==> src/design/wac_pkg.sv <==
package wac_pkg;

    // ------------------------------------------------------------
    // Widths and register addresses.
    // ------------------------------------------------------------
    localparam int         DATA_WIDTH          = 8;
    localparam int         ADDR_WIDTH          = 5;
    localparam int         NV_DEPTH            = 16;
    localparam int         NV_ADDR_WIDTH       = 4;
    localparam logic [4:0] ADDR_WIPER_A        = 5'h00;
    localparam logic [4:0] ADDR_WIPER_B        = 5'h01;
    localparam logic [4:0] ADDR_GP_FIRST       = 5'h02;
    localparam logic [4:0] ADDR_GP_LAST        = 5'h0e;
    localparam logic [4:0] ADDR_ACCESS_CONTROL = 5'h10;

    // ------------------------------------------------------------
    // Field positions and reset values.
    // ------------------------------------------------------------
    localparam int         VOLATILE_ONLY_BIT    = 7;
    localparam int         SHUTDOWN_N_BIT       = 6;
    localparam int         NV_WRITE_BUSY_BIT    = 5;
    localparam logic [7:0] ACCESS_CONTROL_RESET = 8'h40;
    localparam logic [7:0] NV_FACTORY_VALUE     = 8'h80;
    localparam logic [7:0] NV_GP_FACTORY_VALUE  = 8'h00;

    // ------------------------------------------------------------
    // Timing.
    // ------------------------------------------------------------
    localparam int CLOCK_PERIOD_NS         = 8;
    localparam int NV_WRITE_TIME_NS        = 5000000;
    localparam int NV_WRITE_CYCLES_DEFAULT = (NV_WRITE_TIME_NS + CLOCK_PERIOD_NS - 1) / CLOCK_PERIOD_NS;

    // ------------------------------------------------------------
    // Start-up sequencer states.
    // ------------------------------------------------------------
    typedef enum logic [1:0] {
        ST_ISSUE_A,
        ST_TAKE_A,
        ST_TAKE_B,
        ST_RUN
    } wac_state_type;

endpackage

==> src/design/wac_nv_store.sv <==
`timescale 1ns/100ps
module wac_nv_store
    import wac_pkg::*;
#(
    parameter int WIDTH  = DATA_WIDTH,
    parameter int DEPTH  = NV_DEPTH,
    parameter int AWIDTH = NV_ADDR_WIDTH
) (
    input  wire logic              i_clock,
    input  wire logic              i_wr_en,
    input  wire logic [AWIDTH-1:0] i_wr_addr,
    input  wire logic [WIDTH-1:0]  i_wr_data,
    input  wire logic [AWIDTH-1:0] i_rd_addr,
    output logic      [WIDTH-1:0]  o_rd_data
);

    logic [WIDTH-1:0] mem [DEPTH];

    // ------------------------------------------------------------
    // Stored contents keep their value through reset.
    // ------------------------------------------------------------
    initial begin
        for (int i = 0; i < DEPTH; i++) begin
            mem[i] = (i < 2) ? NV_FACTORY_VALUE : NV_GP_FACTORY_VALUE;
        end
    end

    always_ff @(posedge i_clock) begin
        if (i_wr_en) begin
            mem[i_wr_addr] <= i_wr_data;
        end
    end

    always_ff @(posedge i_clock) begin
        o_rd_data <= mem[i_rd_addr];
    end

endmodule // wac_nv_store

==> src/design/wac_access_control.sv <==
`timescale 1ns/100ps
module wac_access_control
    import wac_pkg::*;
#(
    parameter int NV_WRITE_CYCLES = NV_WRITE_CYCLES_DEFAULT
) (
    input  wire logic                  i_clock,
    input  wire logic                  i_rst_b,
    input  wire logic                  i_addr_load,
    input  wire logic [ADDR_WIDTH-1:0] i_addr,
    input  wire logic                  i_wr_en,
    input  wire logic [DATA_WIDTH-1:0] i_wr_data,
    input  wire logic                  i_rd_en,
    output logic      [DATA_WIDTH-1:0] o_rd_data,
    output logic                       o_rd_valid,
    output logic      [DATA_WIDTH-1:0] o_wiper_a,
    output logic      [DATA_WIDTH-1:0] o_wiper_b,
    output logic                       o_shutdown_n,
    output logic                       o_nv_write_busy,
    output logic                       o_ready
);

    localparam int CNT_W = $clog2(NV_WRITE_CYCLES + 1);

    logic                     rst_meta;
    logic                     rst_sync;
    wac_state_type            state;
    logic [ADDR_WIDTH-1:0]    ptr;
    logic                     volatile_only_select;
    logic [CNT_W-1:0]         busy_cnt;
    logic                     rd_pend;
    logic [ADDR_WIDTH-1:0]    rd_addr_q;
    logic [DATA_WIDTH-1:0]    mem_data;
    logic [NV_ADDR_WIDTH-1:0] mem_rd_addr;
    logic                     run;
    logic                     wr_take;
    logic                     rd_take;
    logic                     is_wiper;
    logic                     is_gp;
    logic                     nv_wr;
    logic                     wiper_wr;
    logic                     acr_wr;
    logic [DATA_WIDTH-1:0]    read_value;

    // ------------------------------------------------------------
    // Reset release.
    // ------------------------------------------------------------
    always_ff @(posedge i_clock or negedge i_rst_b) begin
        if (!i_rst_b) begin
            rst_meta <= 1'b0;
            rst_sync <= 1'b0;
        end else begin
            rst_meta <= 1'b1;
            rst_sync <= rst_meta;
        end
    end

    // ------------------------------------------------------------
    // Address decode.
    // ------------------------------------------------------------
    assign run     = (state == ST_RUN);
    assign wr_take = i_wr_en && run;
    assign rd_take = i_rd_en && run;
    assign is_wiper = (ptr == ADDR_WIPER_A) || (ptr == ADDR_WIPER_B);
    assign is_gp    = (ptr >= ADDR_GP_FIRST) && (ptr <= ADDR_GP_LAST);
    assign nv_wr    = wr_take && !o_nv_write_busy && ((is_wiper && !volatile_only_select) || is_gp);
    assign wiper_wr = wr_take && !o_nv_write_busy && is_wiper;
    assign acr_wr   = wr_take && !o_nv_write_busy && (ptr == ADDR_ACCESS_CONTROL);

    always_comb begin
        unique case (state)
            ST_ISSUE_A: mem_rd_addr = ADDR_WIPER_A[NV_ADDR_WIDTH-1:0];
            ST_TAKE_A:  mem_rd_addr = ADDR_WIPER_B[NV_ADDR_WIDTH-1:0];
            ST_TAKE_B:  mem_rd_addr = ptr[NV_ADDR_WIDTH-1:0];
            ST_RUN:     mem_rd_addr = ptr[NV_ADDR_WIDTH-1:0];
        endcase
    end

    wac_nv_store u_nv_store (
        .i_clock   (i_clock),
        .i_wr_en   (nv_wr),
        .i_wr_addr (ptr[NV_ADDR_WIDTH-1:0]),
        .i_wr_data (i_wr_data),
        .i_rd_addr (mem_rd_addr),
        .o_rd_data (mem_data)
    );

    // ------------------------------------------------------------
    // Start-up load of the wipers.
    // ------------------------------------------------------------
    always_ff @(posedge i_clock or negedge rst_sync) begin
        if (!rst_sync) begin
            state   <= ST_ISSUE_A;
            o_ready <= 1'b0;
        end else begin
            unique case (state)
                ST_ISSUE_A: state <= ST_TAKE_A;
                ST_TAKE_A:  state <= ST_TAKE_B;
                ST_TAKE_B:  state <= ST_RUN;
                ST_RUN:     state <= ST_RUN;
            endcase
            o_ready <= (state == ST_TAKE_B) || run;
        end
    end

    always_ff @(posedge i_clock or negedge rst_sync) begin
        if (!rst_sync) begin
            o_wiper_a <= NV_FACTORY_VALUE;
            o_wiper_b <= NV_FACTORY_VALUE;
        end else if (state == ST_TAKE_A) begin
            o_wiper_a <= mem_data;
        end else if (state == ST_TAKE_B) begin
            o_wiper_b <= mem_data;
        end else if (wiper_wr) begin
            if (ptr == ADDR_WIPER_A) begin
                o_wiper_a <= i_wr_data;
            end else begin
                o_wiper_b <= i_wr_data;
            end
        end
    end

    // ------------------------------------------------------------
    // Access control register.
    // ------------------------------------------------------------
    always_ff @(posedge i_clock or negedge rst_sync) begin
        if (!rst_sync) begin
            volatile_only_select <= ACCESS_CONTROL_RESET[VOLATILE_ONLY_BIT];
            o_shutdown_n         <= ACCESS_CONTROL_RESET[SHUTDOWN_N_BIT];
        end else if (acr_wr) begin
            volatile_only_select <= i_wr_data[VOLATILE_ONLY_BIT];
            o_shutdown_n         <= i_wr_data[SHUTDOWN_N_BIT];
        end
    end

    always_ff @(posedge i_clock or negedge rst_sync) begin
        if (!rst_sync) begin
            o_nv_write_busy <= 1'b0;
            busy_cnt        <= '0;
        end else if (nv_wr) begin
            o_nv_write_busy <= 1'b1;
            busy_cnt        <= CNT_W'(NV_WRITE_CYCLES - 1);
        end else if (o_nv_write_busy) begin
            if (busy_cnt == '0) begin
                o_nv_write_busy <= 1'b0;
            end else begin
                busy_cnt <= busy_cnt - 1'b1;
            end
        end
    end

    // ------------------------------------------------------------
    // Register pointer.
    // ------------------------------------------------------------
    always_ff @(posedge i_clock or negedge rst_sync) begin
        if (!rst_sync) begin
            ptr <= ADDR_WIPER_A;
        end else if (i_addr_load) begin
            ptr <= i_addr;
        end else if (wr_take || rd_take) begin
            ptr <= (ptr == ADDR_ACCESS_CONTROL) ? ADDR_WIPER_A : ptr + 1'b1;
        end
    end

    // ------------------------------------------------------------
    // Read path.
    // ------------------------------------------------------------
    always_comb begin
        read_value = '0;
        if (rd_addr_q == ADDR_WIPER_A) begin
            read_value = volatile_only_select ? o_wiper_a : mem_data;
        end else if (rd_addr_q == ADDR_WIPER_B) begin
            read_value = volatile_only_select ? o_wiper_b : mem_data;
        end else if ((rd_addr_q >= ADDR_GP_FIRST) && (rd_addr_q <= ADDR_GP_LAST)) begin
            read_value = mem_data;
        end else if (rd_addr_q == ADDR_ACCESS_CONTROL) begin
            read_value = {volatile_only_select, o_shutdown_n, o_nv_write_busy, 5'h00};
        end
    end

    always_ff @(posedge i_clock or negedge rst_sync) begin
        if (!rst_sync) begin
            rd_pend    <= 1'b0;
            rd_addr_q  <= '0;
            o_rd_valid <= 1'b0;
            o_rd_data  <= '0;
        end else begin
            rd_pend    <= rd_take;
            rd_addr_q  <= ptr;
            o_rd_valid <= rd_pend;
            if (rd_pend) begin
                o_rd_data <= read_value;
            end
        end
    end
endmodule // wac_access_control

==> config.mk <==
export PLATFORM = sky130hd
export DESIGN_NAME = wac_access_control
export DESIGN_NICKNAME = d
export VERILOG_FILES = /design/src/design/wac_pkg.sv /design/src/design/wac_nv_store.sv /design/src/design/wac_access_control.sv
export SDC_FILE = /design/constraint.sdc
export NUM_CORES = 1
export LEC_CHECK = 0
export ABC_AREA = 1
export BUFFER_PORTS_ARGS = -buffer_cell sky130_fd_sc_hd__buf_4
export CAP_MARGIN = 30
export CORE_MARGIN = 8
export CORE_UTILIZATION = 32
export DETAILED_ROUTE_END_ITERATION = 6
export GPL_TIMING_DRIVEN = 1
export HOLD_SLACK_MARGIN = 0.08
export SKIP_CTS_REPAIR_TIMING = 1
export SLEW_MARGIN = 15
export SYNTH_ARGS = -nofsm -noshare
export SYNTH_HDL_FRONTEND = slang
export SYNTH_SLANG_ARGS = --single-unit
==> constraint.sdc <==
create_clock -name i_clock -period 3 [get_ports i_clock]
set_input_delay 0.6 -clock i_clock [delete_from_list [all_inputs] [get_ports i_clock]]
set_output_delay 0.6 -clock i_clock [all_outputs]
set_load 0.005 [all_outputs]
==> impl_metrics.py, run 1 <==
metrics = {
    "global_route": {
        "grt_usage": 0.140,
        "grt_pass1_wl_mm": 38.7,
        "antenna_found_initial": 0,
        "grt_overflow": 0,
        "grt_max_degree": 81,
        "grt_pass1_vias": 7067,
    },
    "power": {
        "power.leakage_nw": 4.73,
        "intPower_mw": 4.68,
        "p_per_area_nw_per_um2": 600,
        "netSwitchingFraction": 0.277,
        "combPwrFrac": 0.135,
        "irDropWorstVdd_mv": 0.441,
        "pwr-share-clk": 0.380,
        "p_sw_mw": 1.79,
        "seqPwrFrac": 0.485,
    },
    "final_layout": {
        "final_area_sq_um": 10800,
        "area_growth_pct": 15.6,
        "diodes": 0,
        "fin_util": 0.376,
        "layoutNonFillerInstCount": 1461,
        "nNetsFinal": 1088,
        "fill_cells": 2864,
        "drive_above_1_share": 0.119,
    },
    "synthesis": {
        "synth.most_common_cell": "nand2_1",
        "ys_seq_area_frac": 0.601,
        "syn_avg_cell_area_sq_um": 9.23,
        "synth_cells": 1011,
        "synth_ff_type": "edfxtp_1",
        "yosysWarnings": 0,
        "synth_cell_types": 34,
        "ys_ff_latch": 200,
        "synthMuxAreaShare": 0.0137,
        "yosys.area.top_type_share": 0.412,
        "synth-compound-area-share": 0.0416,
        "synth.largest_area_cell": "edfxtp_1",
        "synthTopCellsByCount": "nand2_1, inv_1, edfxtp_1, nand3_1, dfrtp_1",
        "synth-xor-area-share": 0.00563,
        "synth_top_family_by_area": "simple AND/OR/NAND/NOR gates",
        "synth_area_leaders": "edfxtp_1, dfrtp_1, nand2_1",
        "synth_fa_ha_area_frac": 0.00805,
        "async_flop_share": 0.320,
        "synth-edff-count": 128,
        "synthesis.area_sq_um": 9330,
        "syn-num-nets": 1035,
        "yosys.area_share.simple": 0.255,
    },
    "sta": {
        "finalHoldViolations": 0,
        "tightest_slew_ns": 0.890,
        "fin_skew_ns": 0.0118,
        "slew_headroom": 0.406,
        "fin_tns_setup_ns": 0,
        "period_minus_slack_ns": 2.41,
        "finalSetupViolCount": 0,
        "fmax_ghz": 0.415,
        "rsz0062_at_grt": "false",
        "fin_ws_ns": 0.593,
        "drv_slew": 0,
        "timing.final.crit_share": 0.802,
    },
    "routing": {
        "drtIter0Drc": 542,
        "finalWirelength_mm": 23.5,
        "viasPerCell": 4.73,
        "dr.pass1.iters": 5,
        "remaining_drc_errors": 0,
        "vias": 6905,
        "antenna_left": 0,
        "routedWlPerCell_microns": 16.1,
    },
    "setup_path": {
        "critPathMaxFanout": 18,
        "cp-start-kind": "flip-flop",
        "cp-startpoint": "ptr[1]$_DFFE_PN0P_",
        "critPathRequiredTime_ns": 3.15,
        "rr_worst_depth": 9,
        "worstSetupPathType": "reg2reg",
        "cp-endpoint": "u_nv_store.mem[8][4]$_DFFE_PP_",
        "r2r_slack_ns": 0.59,
        "endpoint_kind": "flip-flop",
        "reg2reg_from": "ptr[1]$_DFFE_PN0P_",
        "worst_ep_arrival_time_ns": 2.55,
        "worstReg2RegEnd": "u_nv_store.mem[8][4]$_DFFE_PP_",
    },
    "placed_design": {
        "dp_hpwl_mm": 15.9,
        "gp_congestion": 0.850,
        "dp.cells": 1428,
        "port_buffers": 45,
        "placed_area_sq_um": 10100,
        "pre_cts_ws_ns": 0.576,
    },
    "floorplan": {
        "io_pins": 46,
        "coreArea_sq_um": 28700,
        "rows": 62,
        "dieWidth_microns": 187,
        "dieHeight_microns": 187,
        "die_area_sq_um": 34900,
        "initial_core_util": 0.325,
    },
    "clocking": {
        "clk_pin_slew_ns": 0.08,
        "cts_made_buffers": 17,
        "clk_latency_ns": 0.44,
        "htree_levels": 4,
        "cts_tree": "done",
        "cts.sinks": 200,
        "cts_buffer_depth": 2,
        "root_buffer": "clkbuf_16",
    },
    "flow_run": {
        "cap_violations": 0,
    },
    "status": {
        "outcome": "complete, no violations",
    },
    "worst_hold_path": {
        "hold_path.class": "reg2async",
    },
}
## per-stage QoR
step / power [mW] / hold slack, ns
6_report: 6.47 / 0.233
5_1_grt: 6.75 / 0.270
4_1_cts: 6.53 / -0.0835
3_5_place_dp: 4.08 / 0.256
3_3_place_gp: 4.08 / 0.266
2_1_floorplan: 3.72 / 0.304
## critical path, cell delays in order (launching register included)
cell and delay (ns):
dfrtp_1 0.48, inv_1 0.13, ha_1 0.22, o211ai_1 0.10, nand2_1 0.13, nand2_4 0.17, inv_1 0.27, nand2_1 0.26
nor2_1 0.16, buf_4 0.18
## final cells by class
type                       count  area (sq um)  share of cell area
multi-input combinational    642          3030               0.281
tap                          384           480              0.0446
timing repair buffer          69           533              0.0494
inverter                     134           503              0.0467
sequential                   200          5610               0.520
clock inverter                15           203              0.0188
clock buffer                  17           425              0.0395
## worst min path at each step
| stage | to | from | slack [ns] |
|---|---|---|---|
| 2_1_floorplan | rst_meta$_DFF_PN0_ | i_rst_b | 0.30 |
| 3_3_place_gp | volatile_only_select$_DFFE_PN0P_ | rst_sync$_DFF_PN0_ | 0.27 |
| 3_5_place_dp | o_rd_data[1]$_DFFE_PN0P_ | rst_sync$_DFF_PN0_ | 0.26 |
| 4_1_cts | rst_sync$_DFF_PN0_ | i_rst_b | -0.08 |
| 5_1_grt | o_rd_data[1]$_DFFE_PN0P_ | rst_sync$_DFF_PN0_ | 0.27 |
| 6_report | o_rd_data[1]$_DFFE_PN0P_ | rst_sync$_DFF_PN0_ | 0.23 |
## flip-flops by register name, summed over array words and instances, names as in the netlist
name,count
u_nv_store.mem,128
busy_cnt,20
o_rd_data,8
o_wiper_a,8
o_wiper_b,8
u_nv_store.o_rd_data,8
ptr,5
rd_addr_q,5
state,2
o_nv_write_busy,1
o_rd_valid,1
o_ready,1
o_shutdown_n,1
rd_pend,1
rst_meta,1
rst_sync,1
volatile_only_select,1
## layer usage
layer / up-vias / global-route usage / routed length [microns]
li1: 3415 / - / -
met1: 3256 / 0.177 / 10600
met2: 183 / 0.231 / 11200
met3: 51 / 0.0220 / 960
met4: 0 / 0.0629 / 711
met5: - / 0 / 0
## placed cells by master, fill, tap and decap left out, types with 4 or more instances in the layout
| cell | n |
|---|---|
| nand4_1 | 18 |
| mux2i_1 | 6 |
| dfrtp_1 | 60 |
| mux2_2 | 6 |
| inv_1 | 130 |
| nand2_2 | 6 |
| o211ai_1 | 17 |
| o21ai_0 | 21 |
| inv_8 | 5 |
| o21ai_1 | 20 |
| nand3b_1 | 16 |
| xor2_1 | 5 |
| nor2_1 | 60 |
| clkbuf_16 | 17 |
| nand3_1 | 123 |
| ha_1 | 6 |
| dfxtp_1 | 8 |
| edfxtp_1 | 128 |
| buf_4 | 67 |
| nand2_1 | 319 |
| inv_6 | 4 |
## logic make-up (layout without fill, tap and decap cells)
family,count (synthesis),in the layout
AND/OR/NAND/NOR,552,552
flip-flops,200,200
buffers and inverters,169,235
AO/OA/AOI/OAI,65,65
multiplexers,12,12
adder cells (fa/ha/maj),6,6
XOR/XNOR,6,6
other,1,1
## power groups by stage
| stage | Sequential (mW) | Combinational, mW | Clock (mW) |
|---|---|---|---|
| finish | 3.14 | 0.875 | 2.45 |
| global route | 3.15 | 0.999 | 2.60 |
| CTS | 3.14 | 0.884 | 2.50 |
| detailed placement | 3.20 | 0.880 | 0 |
| global placement | 3.20 | 0.877 | 0 |
| floorplan | 3.17 | 0.553 | 0 |
(Power assumes the default switching activity.)
==> inputs of run 2 (changes only) <==
Clock period 3 ns to 2.06 ns, I/O delays scaled along.
==> run 2 against run 1 <==
- first-iteration DRC count shrank 11%
- non-clock buffer count grew 22
- clock skew shrank 0.0042 ns
- power grew 41%
- global-route usage shrank 0.15 points
- clock power grew 31%
- critical endpoint is now u_nv_store.mem[4][1]$_DFFE_PP_
==> impl_metrics.py, run 2 (synthesis results as in run 1) <==
metrics = {
    "power": {
        "power.leakage_nw": 4.79,
        "p_per_area_nw_per_um2": 837,
        "irDropWorstVdd_mv": 0.654,
    },
    "sta": {
        "drv_slew": 0,
        "fin_skew_ns": 0.00764,
        "timing.final.crit_share": 0.944,
        "fmax_ghz": 0.514,
        "fin_hold_ws_ns": 0.272,
        "finalSetupViolCount": 0,
        "tightest_slew_ns": 0.550,
        "slew_headroom": 0.632,
        "finalHoldViolations": 0,
        "period_minus_slack_ns": 1.94,
        "rsz0062_at_grt": "true",
    },
    "setup_path": {
        "worst_ep_arrival_time_ns": 2.08,
        "cp-start-kind": "flip-flop",
        "worstSetupPathType": "reg2reg",
        "critPathMaxFanout": 8,
        "endpoint_kind": "flip-flop",
        "critPathRequiredTime_ns": 2.20,
    },
    "global_route": {
        "grt_pass1_wl_mm": 38.4,
        "met1_usage": 0.176,
        "top_usage_layer": "met2",
        "grt_pass1_vias": 7050,
        "use_met3": 0.0263,
        "antenna_found_initial": 0,
        "grt_max_degree": 63,
        "grt_overflow": 0,
        "grt_usage": 0.138,
        "use_met2": 0.234,
    },
    "clocking": {
        "htree_levels": 4,
        "cts.sinks": 200,
        "cts_made_buffers": 17,
        "cts_tree": "done",
        "root_buffer": "clkbuf_16",
        "cts_buffer_depth": 2,
        "clk_pin_slew_ns": 0.07,
        "clk_latency_ns": 0.43,
    },
    "placed_design": {
        "port_buffers": 45,
        "gp_congestion": 0.840,
        "dp_hpwl_mm": 16.5,
    },
    "floorplan": {
        "die_area_sq_um": 34900,
        "rows": 62,
        "dieHeight_microns": 187,
        "initial_core_util": 0.325,
        "dieWidth_microns": 187,
        "io_pins": 46,
        "coreArea_sq_um": 28700,
    },
    "final_layout": {
        "fin_util": 0.379,
        "fill_cells": 2893,
        "nNetsFinal": 1110,
        "largest_register": "u_nv_store.mem",
        "largestRegisters": "u_nv_store.mem (128), busy_cnt (20)",
        "diodes": 0,
        "mostFrequentLayoutCells": "nand2_1, inv_1, edfxtp_1",
        "drive_above_1_share": 0.133,
        "mostFrequentLayoutCell": "nand2_1",
        "largest_register_ffs": 128,
        "area_growth_pct": 16.6,
    },
    "flow_run": {
        "cap_violations": 0,
    },
    "status": {
        "outcome": "complete, no violations",
    },
    "routing": {
        "routedWlPerCell_microns": 15.9,
        "dr.pass1.iters": 5,
        "antenna_left": 0,
        "viasPerCell": 4.69,
        "drtIter0Drc": 483,
        "remaining_drc_errors": 0,
        "finalWirelength_mm": 23.6,
        "vias": 6959,
    },
    "worst_hold_path": {
        "hold_path.class": "reg2async",
    },
}
## run 2: critical path, cell delays in order (launching register included)
cell and delay (ns):
dfrtp_1 0.41, inv_1 0.10, ha_1 0.17, nor2_1 0.04
nand2_1 0.05, nand2_1 0.05, nand2_1 0.09, nand2_4 0.05
inv_1 0.13, nand2_1 0.21, nor2_1 0.15, buf_4 0.18
## run 2: per-layer routing
metal | wire (microns) | share of wire
met5 | 0 | 0
met4 | 374 | 0.016
met3 | 930 | 0.039
met2 | 11400 | 0.48
met1 | 10900 | 0.46
## run 2: stage by stage
stage	cells	total power [mW]	cell area [sq um]	setup slack, ns	setup TNS, ns
2_1_floorplan	1011	5.42	9330	0.0100	0
3_3_place_gp	1450	5.98	10300	0.139	0
3_5_place_dp	1450	5.99	10300	0.111	0
4_1_cts	1482	9.16	10900	0.110	0
5_1_grt	1483	9.48	10900	-0.0515	-1.53
6_report	1483	9.10	10900	0.116	0
## run 2: path summary, 6_finish.rpt
path | depth (start not counted) | start | end | slack (ns)
max in group asynchronous | 1 | rst_sync$_DFF_PN0_ | o_wiper_b[7]$_DFFE_PN1P_ | 1.47
min reg2reg | 1 | rst_sync$_DFF_PN0_ | o_rd_data[6]$_DFFE_PN0P_ | 0.27
min in group i_clock | 3 | i_rd_en | rd_pend$_DFF_PN0_ | 0.29
min | 1 | rst_sync$_DFF_PN0_ | o_rd_data[6]$_DFFE_PN0P_ | 0.27
max reg2reg | 11 | ptr[0]$_DFFE_PN0P_ | u_nv_store.mem[4][1]$_DFFE_PP_ | 0.12
max | 11 | ptr[0]$_DFFE_PN0P_ | u_nv_store.mem[4][1]$_DFFE_PP_ | 0.12
## run 2: cell type report
class / count / area, sq um / share of cell area
Timing Repair Buffer: 91 / 698 / 0.0642
Tap cell: 384 / 480 / 0.0442
Inverter: 134 / 504 / 0.0464
Sequential cell: 200 / 5610 / 0.516
Multi-Input combinational cell: 642 / 3030 / 0.278
Clock buffer: 21 / 440 / 0.0405
Clock inverter: 11 / 113 / 0.0104
## run 2: report_power, final
group	switching, mW	internal [mW]	leakage, nW
sequential	0.160	4.42	1.95
combinational	0.850	0.468	2.58
clock	1.51	1.69	0.261
total	2.52	6.58	4.79
